$ cat src/hw/syn3w_pkg.sv
// package: constants for the three-wire synthesizer programming port
// assumes: a 50 MHz system clock and APB register access with 32-bit data
package syn3w_pkg;
  // serial word layout
  localparam int SYN3W_WORD_BITS = 16;
  localparam int SYN3W_ADDR_BITS = 4;
  localparam int SYN3W_DATA_BITS = 12;
  localparam int SYN3W_MOD_MIN = 2;
  localparam int SYN3W_MOD_MAX = 12;
  localparam int SYN3W_CNT_W = 5;
  localparam int SYN3W_NUM_REGS = 16;
  // APB byte offsets
  localparam logic [7:0] SYN3W_CTRL_OFF = 8'h00;
  localparam logic [7:0] SYN3W_STAT_OFF = 8'h04;
  localparam logic [7:0] SYN3W_MASK_OFF = 8'h08;
  localparam logic [7:0] SYN3W_LAST_OFF = 8'h0C;
  localparam logic [7:0] SYN3W_MOD_OFF = 8'h10;
  localparam logic [7:0] SYN3W_REGS_OFF = 8'h40;
  // control field positions
  localparam int SYN3W_CTRL_MUXSEL = 0;
  localparam int SYN3W_CTRL_MUXTRI = 3;
  localparam int SYN3W_CTRL_MSTEER = 4;
  localparam int SYN3W_CTRL_ASTEER = 5;
  localparam int SYN3W_CTRL_ADDIS = 6;
  localparam int SYN3W_CTRL_MODIN = 7;
  localparam logic [7:0] SYN3W_CTRL_RST = 8'h00;
  // status bit positions
  localparam int SYN3W_ST_DONE = 0;
  localparam int SYN3W_ST_LENERR = 1;
  localparam int SYN3W_ST_MUNLK = 2;
  localparam int SYN3W_ST_AUNLK = 3;
  localparam int SYN3W_ST_W = 4;
  // out-of-lock pulse timing
  localparam int SYN3W_CLK_MHZ = 50;
  localparam int SYN3W_LOCK_PERIOD_NS = 1000;
  localparam int SYN3W_LOCK_PERIOD_CYC = SYN3W_LOCK_PERIOD_NS * SYN3W_CLK_MHZ / 1000;
  // observation select codes
  typedef enum logic [2:0] {
    SYN3W_OBS_OSC = 3'b000,
    SYN3W_OBS_AUXREF = 3'b001,
    SYN3W_OBS_MAINREF = 3'b010,
    SYN3W_OBS_AUXPD = 3'b011,
    SYN3W_OBS_MAINPD = 3'b100,
    SYN3W_OBS_SERDATA = 3'b101,
    SYN3W_OBS_TEST = 3'b110,
    SYN3W_OBS_UNUSED = 3'b111
  } syn3w_obs_t;
endpackage

$ cat src/hw/syn3w_sync.sv
// file: two-flop synchroniser for a vector of asynchronous levels
// assumes: each bit is an independent level from outside the clk domain
`timescale 1ns/1ps
module syn3w_sync
#(
  parameter int W = 1,
  parameter logic [W-1:0] RST_VAL = '0
)
(
  input wire logic clk,
  input wire logic arst_n,
  input wire logic [W-1:0] d,
  output logic [W-1:0] q
);
  logic [W-1:0] meta;

  always_ff @(posedge clk or negedge arst_n)
  begin
    if (!arst_n)
    begin
      meta <= RST_VAL;
      q <= RST_VAL;
    end
    else
    begin
      meta <= d;
      q <= meta;
    end
  end
endmodule

$ cat src/hw/syn3w_prog_port.sv
// file: three-wire programming port, observation mux and lock pins
// assumes: serial pins and analog-side levels are asynchronous to clk;
// APB master on clk; open-collector pins resolved outside
`timescale 1ns/1ps
// Summary of operation
// - sample data on clock rise, address first
// - load enable rise commits data to address
// - clock edges ignored while load enable high
// - modulation input pin may replace data pin
// - out-of-lock low pulses, else high impedance
// - lock pin becomes steering output when configured
// - observation output shows one selected signal
// - observation output can be tri-stated
// - addressed transfers are exactly sixteen bits
// - address-free samples two to twelve bits
// - three-bit select code picks observation source
// - tri-state bit set means pin undriven
module syn3w_prog_port
  import syn3w_pkg::*;
#(
  parameter int LOCK_PERIOD = SYN3W_LOCK_PERIOD_CYC
)
(
  input wire logic clk,
  input wire logic arst_n,
  input wire logic psel,
  input wire logic penable,
  input wire logic pwrite,
  input wire logic [7:0] paddr,
  input wire logic [31:0] pwdata,
  output logic [31:0] prdata,
  output logic pready,
  output logic pslverr,
  output logic irq,
  input wire logic serClk,
  input wire logic serData,
  input wire logic modIn,
  input wire logic loadEn_n,
  input wire logic oscRef,
  input wire logic auxRef,
  input wire logic mainRef,
  input wire logic auxPd,
  input wire logic mainPd,
  input wire logic mainLocked,
  input wire logic auxLocked,
  input wire logic mainSteerLevel,
  input wire logic auxSteerLevel,
  output logic obsOut,
  output logic obsOe,
  output logic main_lock_steer_pin_out,
  output logic main_lock_steer_pin_oe,
  output logic aux_lock_steer_pin_out,
  output logic aux_lock_steer_pin_oe
);
  // ==========================================================
  // input synchronisation
  localparam int NSYNC = 13;
  // idle levels: load enable high, both loops locked, so no false event follows reset
  localparam logic [NSYNC-1:0] SYNC_RST = 13'h0608;
  logic [NSYNC-1:0] syncIn;
  logic [NSYNC-1:0] syncOut;
  logic sclkS, dataS, modS, csS;
  logic [4:0] obsSrc;
  logic [1:0] lockedS, steerS;

  assign syncIn = {auxSteerLevel, mainSteerLevel, auxLocked, mainLocked,
                   mainPd, auxPd, mainRef, auxRef, oscRef,
                   loadEn_n, modIn, serData, serClk};
  syn3w_sync #(.W(NSYNC), .RST_VAL(SYNC_RST)) u_sync
  (
    .clk(clk),
    .arst_n(arst_n),
    .d(syncIn),
    .q(syncOut)
  );
  assign sclkS = syncOut[0];
  assign dataS = syncOut[1];
  assign modS = syncOut[2];
  assign csS = syncOut[3];
  assign obsSrc = syncOut[8:4];
  assign lockedS = syncOut[10:9];
  assign steerS = syncOut[12:11];

  // ==========================================================
  // control and status registers
  logic [7:0] ctrl;
  logic [SYN3W_ST_W-1:0] status;
  logic [SYN3W_ST_W-1:0] mask;
  logic [SYN3W_ST_W-1:0] evt;
  logic [SYN3W_ADDR_BITS-1:0] lastAddr;
  logic [SYN3W_CNT_W-1:0] lastLen;
  logic [SYN3W_DATA_BITS-1:0] modData;
  logic [SYN3W_DATA_BITS-1:0] regs [SYN3W_NUM_REGS];
  logic apbWr;
  logic stsWr;
  logic [2:0] muxSel;
  logic muxTri, modAddrDis, useModIn;
  logic [1:0] steerMode;

  assign apbWr = psel && penable && pwrite;
  assign stsWr = apbWr && (paddr == SYN3W_STAT_OFF);
  assign muxSel = ctrl[SYN3W_CTRL_MUXSEL +: 3];
  assign muxTri = ctrl[SYN3W_CTRL_MUXTRI];
  assign steerMode = {ctrl[SYN3W_CTRL_ASTEER], ctrl[SYN3W_CTRL_MSTEER]};
  assign modAddrDis = ctrl[SYN3W_CTRL_ADDIS];
  assign useModIn = ctrl[SYN3W_CTRL_MODIN];

  always_ff @(posedge clk or negedge arst_n)
  begin
    if (!arst_n)
    begin
      ctrl <= SYN3W_CTRL_RST;
      mask <= '0;
    end
    else if (apbWr && paddr == SYN3W_CTRL_OFF)
      ctrl <= pwdata[7:0];
    else if (apbWr && paddr == SYN3W_MASK_OFF)
      mask <= pwdata[SYN3W_ST_W-1:0];
  end

  // write-one-to-clear; a new event in the same cycle wins
  always_ff @(posedge clk or negedge arst_n)
  begin
    if (!arst_n)
      status <= '0;
    else
      status <= (status & ~(stsWr ? pwdata[SYN3W_ST_W-1:0] : '0)) | evt;
  end

  assign irq = |(status & mask);

  // ==========================================================
  // APB read side: zero wait states, error on unmapped offsets
  logic regHit;
  logic [SYN3W_ADDR_BITS-1:0] regIdx;

  assign regHit = (paddr[7:6] == SYN3W_REGS_OFF[7:6]) && (paddr[1:0] == 2'b00);
  assign regIdx = paddr[5:2];
  assign pready = 1'b1;

  always_comb
  begin
    prdata = 32'h0000_0000;
    pslverr = 1'b0;
    if (psel && penable)
    begin
      if (paddr == SYN3W_CTRL_OFF)
        prdata = {24'h00_0000, ctrl};
      else if (paddr == SYN3W_STAT_OFF)
        prdata = {28'h000_0000, status};
      else if (paddr == SYN3W_MASK_OFF)
        prdata = {28'h000_0000, mask};
      else if (paddr == SYN3W_LAST_OFF)
        prdata = {23'h00_0000, lastLen, lastAddr};
      else if (paddr == SYN3W_MOD_OFF)
        prdata = {20'h0_0000, modData};
      else if (regHit && !pwrite)
        prdata = {20'h0_0000, regs[regIdx]};
      else
        pslverr = 1'b1;
    end
  end

  // ==========================================================
  // serial shifter
  logic sclkPrev, csPrev;
  logic sclkRise, csRise;
  logic inBit;
  logic [SYN3W_WORD_BITS-1:0] shiftReg;
  logic [SYN3W_CNT_W-1:0] bitCnt;
  logic wordOk, modOk, lenErr;
  logic [SYN3W_ADDR_BITS-1:0] wordAddr;
  logic [SYN3W_DATA_BITS-1:0] wordData;

  assign sclkRise = sclkS && !sclkPrev;
  assign csRise = csS && !csPrev;
  assign inBit = useModIn ? modS : dataS;
  assign wordAddr = shiftReg[SYN3W_WORD_BITS-1 -: SYN3W_ADDR_BITS];
  assign wordData = shiftReg[SYN3W_DATA_BITS-1:0];
  assign wordOk = !modAddrDis && bitCnt == SYN3W_CNT_W'(SYN3W_WORD_BITS);
  assign modOk = modAddrDis && bitCnt >= SYN3W_CNT_W'(SYN3W_MOD_MIN)
                 && bitCnt <= SYN3W_CNT_W'(SYN3W_MOD_MAX);
  assign lenErr = csRise && !wordOk && !modOk;

  always_ff @(posedge clk or negedge arst_n)
  begin
    if (!arst_n)
    begin
      sclkPrev <= 1'b0;
      csPrev <= 1'b1;
    end
    else
    begin
      sclkPrev <= sclkS;
      csPrev <= csS;
    end
  end

  always_ff @(posedge clk or negedge arst_n)
  begin
    if (!arst_n)
    begin
      shiftReg <= '0;
      bitCnt <= '0;
    end
    else if (csS && !csPrev)
      bitCnt <= '0;
    else if (!csS && sclkRise)
    begin
      shiftReg <= {shiftReg[SYN3W_WORD_BITS-2:0], inBit};
      if (bitCnt != '1)
        bitCnt <= bitCnt + 1'b1;
    end
  end

  // only a complete transfer reaches the register bank
  always_ff @(posedge clk)
  begin
    if (csRise && wordOk)
      regs[wordAddr] <= wordData;
  end

  always_ff @(posedge clk or negedge arst_n)
  begin
    if (!arst_n)
    begin
      modData <= '0;
      lastAddr <= '0;
      lastLen <= '0;
    end
    else if (csRise && wordOk)
    begin
      lastAddr <= wordAddr;
      lastLen <= bitCnt;
    end
    else if (csRise && modOk)
    begin
      modData <= wordData & SYN3W_DATA_BITS'((32'h1 << bitCnt) - 1);
      lastLen <= bitCnt;
    end
  end

  // ==========================================================
  // lock / steering pins
  logic [$clog2(LOCK_PERIOD+1)-1:0] divCnt;
  logic lockTick;
  logic [1:0] lockedPrev;
  logic [1:0] pinOut, pinOe;

  assign lockTick = divCnt == '0;

  always_ff @(posedge clk or negedge arst_n)
  begin
    if (!arst_n)
      divCnt <= '0;
    else if (lockTick)
      divCnt <= ($clog2(LOCK_PERIOD+1))'(LOCK_PERIOD - 1);
    else
      divCnt <= divCnt - 1'b1;
  end

  always_ff @(posedge clk or negedge arst_n)
  begin
    if (!arst_n)
    begin
      pinOut <= '0;
      pinOe <= '0;
      lockedPrev <= '1;
    end
    else
    begin
      lockedPrev <= lockedS;
      for (int i = 0; i < 2; i++)
      begin
        if (steerMode[i])
        begin
          pinOut[i] <= steerS[i];
          pinOe[i] <= 1'b1;
        end
        else
        begin
          pinOut[i] <= 1'b0;
          pinOe[i] <= !lockedS[i] && lockTick;
        end
      end
    end
  end

  assign main_lock_steer_pin_out = pinOut[0];
  assign main_lock_steer_pin_oe = pinOe[0];
  assign aux_lock_steer_pin_out = pinOut[1];
  assign aux_lock_steer_pin_oe = pinOe[1];

  assign evt = {lockedPrev[1] && !lockedS[1], lockedPrev[0] && !lockedS[0],
                lenErr, csRise && (wordOk || modOk)};

  // ==========================================================
  // observation output
  logic obsNext;
  logic serLoop;

  always_ff @(posedge clk or negedge arst_n)
  begin
    if (!arst_n)
      serLoop <= 1'b0;
    else if (!csS && sclkRise)
      serLoop <= shiftReg[SYN3W_WORD_BITS-1];
  end

  always_comb
  begin
    unique case (syn3w_obs_t'(muxSel))
      SYN3W_OBS_OSC: obsNext = obsSrc[0];
      SYN3W_OBS_AUXREF: obsNext = obsSrc[1];
      SYN3W_OBS_MAINREF: obsNext = obsSrc[2];
      SYN3W_OBS_AUXPD: obsNext = obsSrc[3];
      SYN3W_OBS_MAINPD: obsNext = obsSrc[4];
      SYN3W_OBS_SERDATA: obsNext = serLoop;
      SYN3W_OBS_TEST: obsNext = !csS;
      SYN3W_OBS_UNUSED: obsNext = 1'b0;
    endcase
  end

  always_ff @(posedge clk or negedge arst_n)
  begin
    if (!arst_n)
    begin
      obsOut <= 1'b0;
      obsOe <= 1'b0;
    end
    else
    begin
      obsOut <= obsNext;
      obsOe <= !muxTri;
    end
  end
endmodule

$ cat config.mk
export PLATFORM = sky130hd
export DESIGN_NAME = syn3w_prog_port
export DESIGN_NICKNAME = d
export VERILOG_FILES = /design/src/hw/syn3w_pkg.sv /design/src/hw/syn3w_sync.sv /design/src/hw/syn3w_prog_port.sv
export SDC_FILE = /design/constraint.sdc
export NUM_CORES = 1
export LEC_CHECK = 0
export BUFFER_PORTS_ARGS = -buffer_cell sky130_fd_sc_hd__buf_4
export CAP_MARGIN = 10
export CORE_MARGIN = 5
export CORE_UTILIZATION = 25
export DETAILED_ROUTE_END_ITERATION = 10
export PLACE_DENSITY = 0.47
export SYNTH_ARGS = -nofsm -noshare
export SYNTH_HDL_FRONTEND = slang
export SYNTH_SLANG_ARGS = --single-unit
$ cat constraint.sdc
create_clock -name clk -period 3.3 [get_ports clk]
set_input_delay 0.33 -clock clk [delete_from_list [all_inputs] [get_ports clk]]
set_output_delay 0.33 -clock clk [all_outputs]
set_load 0.01 [all_outputs]
Yosys cells after proc, flatten, opt, wreduce, memory -nomap -nowiden
Memory sizes are Yosys's and may differ from the RTL's.
Cells that the tools add are included.
{ "classes": {"n_addsub": 3, "magnitude_cmp": 2, "n_eq_ne": 14, "shifts": 1, "mux": 29, "n_bitwise": 8, "n_reduce_logical": 45} }
{ "op_table": {"columns": ["op", "count"], "rows": [
  ["$mux W12", 6],
  ["$mux W32", 1],
  ["$mux W5", 5],
  ["$logic_and A1 B1 Y1", 22],
  ["$eq A8 B4 Y1 const B", 2],
  ["$mux W1", 14],
  ["$and A12 B12 Y12", 1],
  ["$eq A3 B3 Y1 const B", 4],
  ["$shl A1 B5 Y12 const A", 1],
  ["$sub A12 B1 Y12 const B", 1],
  ["$logic_not A1 Y1", 10],
  ["$and A4 B4 Y4", 2],
  ["$eq A8 B3 Y1 const B", 1],
  ["$eq A8 B5 Y1 const B", 1],
  ["$logic_not A8 Y1", 1],
  ["$pmux W1 S8", 1],
  ["$reduce_and A2 Y1", 4],
  ["$eq A3 B2 Y1 const B", 2],
  ["$logic_not A6 Y1", 1],
  ["$mux W6", 1],
  ["$reduce_bool A2 Y1", 3],
  ["$sub A6 B1 Y6 const B", 1],
  ["$add A5 B1 Y5 const B", 1],
  ["$eq A5 B5 Y1 const B", 1],
  ["other kinds (13)", 15]
]} }
{ "word_totals": {"regBits": 101, "ramBits": 192, "input_bits": 58, "output_inout_bits": 41, "memories": 1} }
{ "mem_list": {"columns": ["name", "depth", "word_bits", "rd", "rd_clocked_by_memory_dff", "write_ports", "line", "source"], "rows": [
  ["regs", 16, 12, 1, 0, 1, "syn3w_prog_port.sv:93", "logic [SYN3W_DATA_BITS-1:0] regs [SYN3W_NUM_REGS];"]
]} }

Longest topological paths before layout
{ "depth": {"word_depth": 10, "depth_mapped": 10, "mapped_depth_nobuf": 8} }

By module
Synthesis repeated with hierarchy kept, for this count alone.
{ "unflattened": {"hier_cells": 753, "hier_area_um2": 12106.6} }
{ "modules_own_cells": {"columns": ["mod", "n_inst", "cells_per_inst", "area_per_inst_um2", "seq_area_each_um2"], "rows": [
  ["syn3w_prog_port", 1, 727, 11448.5, 7646.1],
  ["syn3w_sync", 1, 26, 658.1, 658.1]
]} }

Worst setup path after synthesis
Ideal clock, no wire load.
{ "synth_path": {"kind": "reg-to-reg", "start": "reg bitCnt[0]", "end": "mem regs[2][0] (enable)", "setup_time_ns": 0.396, "arrival_ns": 2.644, "t_required_ns": 2.904, "slack_ns": 0.260, "path_stages_with_launch": 9, "n_path_buf": 2, "path_cell_list": "dfrtp_1 inv_1 ha_1 clkbuf_1 nand4_1 nor2_1 clkbuf_1 nand3b_1 nor3_1"} }
{ "synth_via": {"elab_chain_len": 5} }
{ "synth_lines": {"columns": ["element", "line", "source"], "rows": [
  ["start: declaration", "syn3w_prog_port.sv:170", "logic [SYN3W_CNT_W-1:0] bitCnt;"],
  ["start signal: assignment", "syn3w_prog_port.sv:212", "bitCnt <= bitCnt + 1'b1;"],
  ["$eq A5 B5 Y1", "syn3w_prog_port.sv:180", "assign wordOk = !modAddrDis && bitCnt == SYN3W_CNT_W'(SYN3W_WORD_BITS);"],
  ["$logic_and A1 B1 Y1", "syn3w_prog_port.sv:180", null],
  ["$logic_and A1 B1 Y1", "syn3w_prog_port.sv:219", "if (csRise && wordOk)"],
  ["$mux W1", "syn3w_prog_port.sv:219", null],
  ["$mux W1 (not written as such)", "syn3w_prog_port.sv:220", "regs[wordAddr] <= wordData;"],
  ["end: declaration", "syn3w_prog_port.sv:93", null]
]} }
Every way passes these cells.

Final worst setup path
{ "layout_path": {"start": "mem regs[15][1]", "end": "out prdata[1]"} }
{ "layout_via": {"elab_chain_len": 8} }
{ "layout_lines": {"columns": ["element", "line", "source"], "rows": [
  ["$mem_v2 Z16 W12", null, null],
  ["$mux W12", "syn3w_prog_port.sv:157", "else if (regHit && !pwrite)"],
  ["$mux W12", "syn3w_prog_port.sv:155", "else if (paddr == SYN3W_MOD_OFF)"],
  ["$mux W12", "syn3w_prog_port.sv:153", "else if (paddr == SYN3W_LAST_OFF)"],
  ["$mux W12", "syn3w_prog_port.sv:151", "else if (paddr == SYN3W_MASK_OFF)"],
  ["$mux W12", "syn3w_prog_port.sv:149", "else if (paddr == SYN3W_STAT_OFF)"],
  ["$mux W12", "syn3w_prog_port.sv:147", "if (paddr == SYN3W_CTRL_OFF)"],
  ["$mux W32", "syn3w_prog_port.sv:145", "if (psel && penable)"],
  ["end: declaration", "syn3w_prog_port.sv:31", "output logic [31:0] prdata,"]
]} }
Every way passes these cells.

==> flow_metrics.env <==
export IMPL_h_tree_depth=1
export IMPL_ys_ff_latch=293
export IMPL_worstSkewPairLatency_ns=0.58
export IMPL_cts_tree="yes"
export IMPL_intPower_mw=6.56
export IMPL_design_core_area_um2=47800
export IMPL_synth_xor_area_frac=0.00578
export IMPL_period_share=0.888
export IMPL_outcome="completed"
export IMPL_initial_core_util=0.253
export IMPL_post_drt_wl_per_cell_um=18.4
export IMPL_crit_required_ns=2.97
export IMPL_vias=6645
export IMPL_rows=80
export IMPL_diodes=0
export IMPL_p_sw_mw=2.00
export IMPL_power_leakage_nw=5.42
export IMPL_synthesis_area_um2=12100
export IMPL_period_needed_ns=2.93
export IMPL_synth_avg_cell_area_um2=16.1
export IMPL_crit_slowest_cell="mux4_2"
export IMPL_clkSinkCount=293
export IMPL_critPathKind="flop to primary output"
export IMPL_dp_hpwl_um=18400
export IMPL_drt_wl_total_um=27600
export IMPL_cts_setup_buffers=0
export IMPL_cts_root_buffer="clkbuf_16"
export IMPL_reg2regPathDepth=7
export IMPL_synth_edf_count=192
export IMPL_clock_fmax_mhz=341
export IMPL_track_usage=0.104
export IMPL_endpoint_kind="primary output"
export IMPL_rr_endpoint="regs[15][5]$_DFFE_PP_"
export IMPL_first_pass_iters=5
export IMPL_drv_cap=0
export IMPL_grt_max_degree=65
export IMPL_met1Wirelength_um=12800
export IMPL_numCtsBuffers=31
export IMPL_io_pins=99
export IMPL_max_slew_margin=0.436
export IMPL_comb_power_share=0.058
export IMPL_slew_viol_final=0
export IMPL_ys_seq_area_frac=0.685
export IMPL_clkPwrFrac=0.412
export IMPL_ir_worst_vdd_mv=0.442
export IMPL_port_buffers=53
export IMPL_setup_ws_ns=0.370
export IMPL_arrival_ns=2.60
export IMPL_die_y_um=230
export IMPL_synth_compound_area_frac=0.0592
export IMPL_crit_fanout=1
export IMPL_switching_share=0.233
export IMPL_antenna_left=0
export IMPL_yosysUniqueCellTypes=66
export IMPL_drtIter0Drc=408
export IMPL_finalHoldViolations=0
export IMPL_die_x_um=230
export IMPL_pre_cts_ws_ns=0.423
export IMPL_r2r_slack_ns=0.58
export IMPL_clk_pin_slew_ns=0.06
export IMPL_hold_depth=5
export IMPL_synthFlopType="edfxtp_1"
export IMPL_cts_buffer_depth=3
export IMPL_nFillCells=4701
export IMPL_grt_antenna_before_repair=0
export IMPL_setup_viol=0
export IMPL_syn_inst=755
export IMPL_hold_path_end="status[3]$_DFF_PN0_"
export IMPL_vias_per_cell=4.42
export IMPL_cts_hold_buffers=22
export IMPL_min_path_type="primary input to flop"
export IMPL_synthSimpleGateAreaFrac=0.0659
export IMPL_finalSetupTns_ns=0
export IMPL_pwr_share_seq=0.530
export IMPL_crit_chain="mux4_2 > a22oi_1 > and4b_1 > o22ai_1 > a31o_2 > buf_4"
export IMPL_syn_to_final_growth_pct=20.8
export IMPL_die_area_um2=53000
export IMPL_critPathLaunchType="flop"
export IMPL_drive_gt1_frac=0.292
export IMPL_fin_nets=930
export IMPL_grt_pass1_wl_um=43300
export IMPL_dr_wl_met2_um=13200
export IMPL_yosysWarnings=0
export IMPL_grt_pass1_vias=7065
export IMPL_worstReg2RegStart="bitCnt[1]$_DFFE_PN0P_"
export IMPL_synthAdderAreaFrac=0.0103
export IMPL_clock_skew_ns=0.0187
export IMPL_worst_slew_pin_slew_ns=0.845
export IMPL_cp_slowest_stage_delay_ns=0.48
export IMPL_rsz0062_at_grt="false"
export IMPL_async_flop_share=0.345
export IMPL_synth_mux_area_frac=0.143
export IMPL_synth_top_family_by_area="multiplexers"
export IMPL_powerDensity_nw_per_um2=584
export IMPL_gp_congestion=0.754
export IMPL_top_layer="met4"
export IMPL_ctsResizeCount=0
export IMPL_min_from="pwrite"
export IMPL_route_detailed_drc=0
export IMPL_grt_ovfl_total=0
export IMPL_wl_met3_um=1110
## cell usage after synthesis, types with 4 or more instances
| cell type | number | share of area |
|---|---|---|
| a22o_1 | 5 | 0.0036 |
| xnor2_1 | 7 | 0.0051 |
| mux4_2 | 45 | 0.084 |
| a22oi_1 | 11 | 0.0068 |
| mux2i_1 | 13 | 0.011 |
| mux2_4 | 4 | 0.0050 |
| o22ai_1 | 9 | 0.0046 |
| ha_1 | 10 | 0.010 |
| buf_2 | 11 | 0.0045 |
| dfrtp_1 | 92 | 0.19 |
| edfxtp_1 | 192 | 0.48 |
| clkbuf_1 | 17 | 0.0053 |
| buf_4 | 21 | 0.013 |
| nand2_1 | 42 | 0.013 |
| a21oi_1 | 19 | 0.0078 |
| dfstp_2 | 9 | 0.019 |
| nor2_1 | 44 | 0.014 |
| nand3_1 | 7 | 0.0029 |
| and4b_1 | 4 | 0.0033 |
| nor3_1 | 13 | 0.0054 |
| and2_1 | 4 | 0.0021 |
| a21o_1 | 4 | 0.0025 |
| o21ai_0 | 30 | 0.012 |
| inv_1 | 12 | 0.0037 |
| buf_1 | 6 | 0.0019 |
| mux2_2 | 47 | 0.044 |
| nand2b_1 | 10 | 0.0052 |
| nand3b_1 | 4 | 0.0025 |
## worst max path at each step
| stage | start | endpoint | cells after the start |
|---|---|---|---|
| 2_1_floorplan | bitCnt[0]$_DFFE_PN0P_ | regs[2][0]$_DFFE_PP_ | 8 |
| 3_3_place_gp | paddr[2] | prdata[4] | 8 |
| 3_5_place_dp | paddr[1] | prdata[6] | 6 |
| 4_1_cts | regs[11][1]$_DFFE_PP_ | prdata[1] | 6 |
| 5_1_grt | regs[15][1]$_DFFE_PP_ | prdata[1] | 6 |
| 6_report | regs[15][1]$_DFFE_PP_ | prdata[1] | 6 |
## critical path: cells and delay by family (launching register included)
kind	cells	cell delay (ns)
buffers and inverters	1	0.14
flip-flops	1	0.36
multiplexers	1	0.48
AO/OA/AOI/OAI	3	0.76
AND/OR/NAND/NOR	1	0.29
## sequential cells by signal (all words and copies together), names as in the netlist
register,count
mask,4
obsOe,1
lockedPrev,2
u_sync.meta,13
pinOut,2
u_sync.q,13
pinOe,2
lastAddr,4
modData,12
bitCnt,5
sclkPrev,1
obsOut,1
serLoop,1
shiftReg,16
status,4
csPrev,1
ctrl,8
divCnt,6
regs,192
lastLen,5
## power groups by stage
| stage | Sequential [mW] | Clock [mW] | Combinational [mW] |
|---|---|---|---|
| floorplan | 4.46 | 0 | 0.339 |
| global placement | 4.60 | 0 | 0.479 |
| detailed placement | 4.61 | 0 | 0.482 |
| CTS | 4.54 | 3.65 | 0.505 |
| global route | 4.57 | 3.79 | 0.554 |
| finish | 4.53 | 3.53 | 0.495 |
## logic make-up after synthesis
group | Yosys count
XOR/XNOR | 8
multiplexers | 109
adder cells (fa/ha/maj) | 10
other | 2
flip-flops | 293
AO/OA/AOI/OAI | 108
buffers and inverters | 70
AND/OR/NAND/NOR | 155
## layer usage
layer	up-vias	global-route usage
li1	3081	-
met1	3409	0.145
met2	129	0.171
met3	26	0.0159
met4	0	0.0269
met5	-	0
## cell usage in the layout, fill, tap and decap left out, types with 4 or more instances in the layout
master | synthesis | routed
dfrtp_1 | 92 | 92
nor3_2 | 0 | 4
mux2i_1 | 13 | 13
clkbuf_1 | 17 | 5
and2_1 | 4 | 4
a22o_1 | 5 | 5
dfstp_2 | 9 | 9
nand3_1 | 7 | 7
nand2b_1 | 10 | 10
mux4_2 | 45 | 45
ha_1 | 10 | 10
o22ai_1 | 9 | 9
a22oi_1 | 11 | 11
clkbuf_16 | 0 | 31
inv_1 | 12 | 12
dlygate4sd3_1 | 0 | 22
a21oi_1 | 19 | 19
a21o_1 | 4 | 4
nand3b_1 | 4 | 4
o21ai_0 | 30 | 30
nand2_1 | 42 | 42
bufinv_16 | 0 | 4
buf_4 | 21 | 87
nor2_1 | 44 | 44
nor3_1 | 13 | 9
and4b_1 | 4 | 4
mux2_2 | 47 | 47
edfxtp_1 | 192 | 192
mux2_4 | 4 | 4
xnor2_1 | 7 | 7
clkinv_1 | 1 | 5
conb_1 | 2 | 21
clkinv_2 | 0 | 8
## layout make-up
cell class,instances,area [um^2],share of cell area
Timing Repair Buffer,112,933,0.0637
Tap cell,615,769,0.0525
Clock inverter,20,218,0.0149
Multi-Input combinational cell,411,3550,0.242
Inverter,13,48.8,0.00333
Sequential cell,293,8300,0.567
Clock buffer,38,822,0.0561
## per-stage QoR
step	utilization	hold slack (ns)	cell area, um^2	power, mW	instances
global route	0.306	0.352	14600	8.91	1502
floorplan	-	0.0344	12200	4.80	774
detailed placement	0.280	0.335	13400	5.10	1422
global placement	0.280	0.333	13400	5.08	1422
finish	0.306	0.333	14600	8.55	1502
CTS	0.306	0.323	14600	8.69	1502
Note: power is estimated with default switching activity, not from simulation.
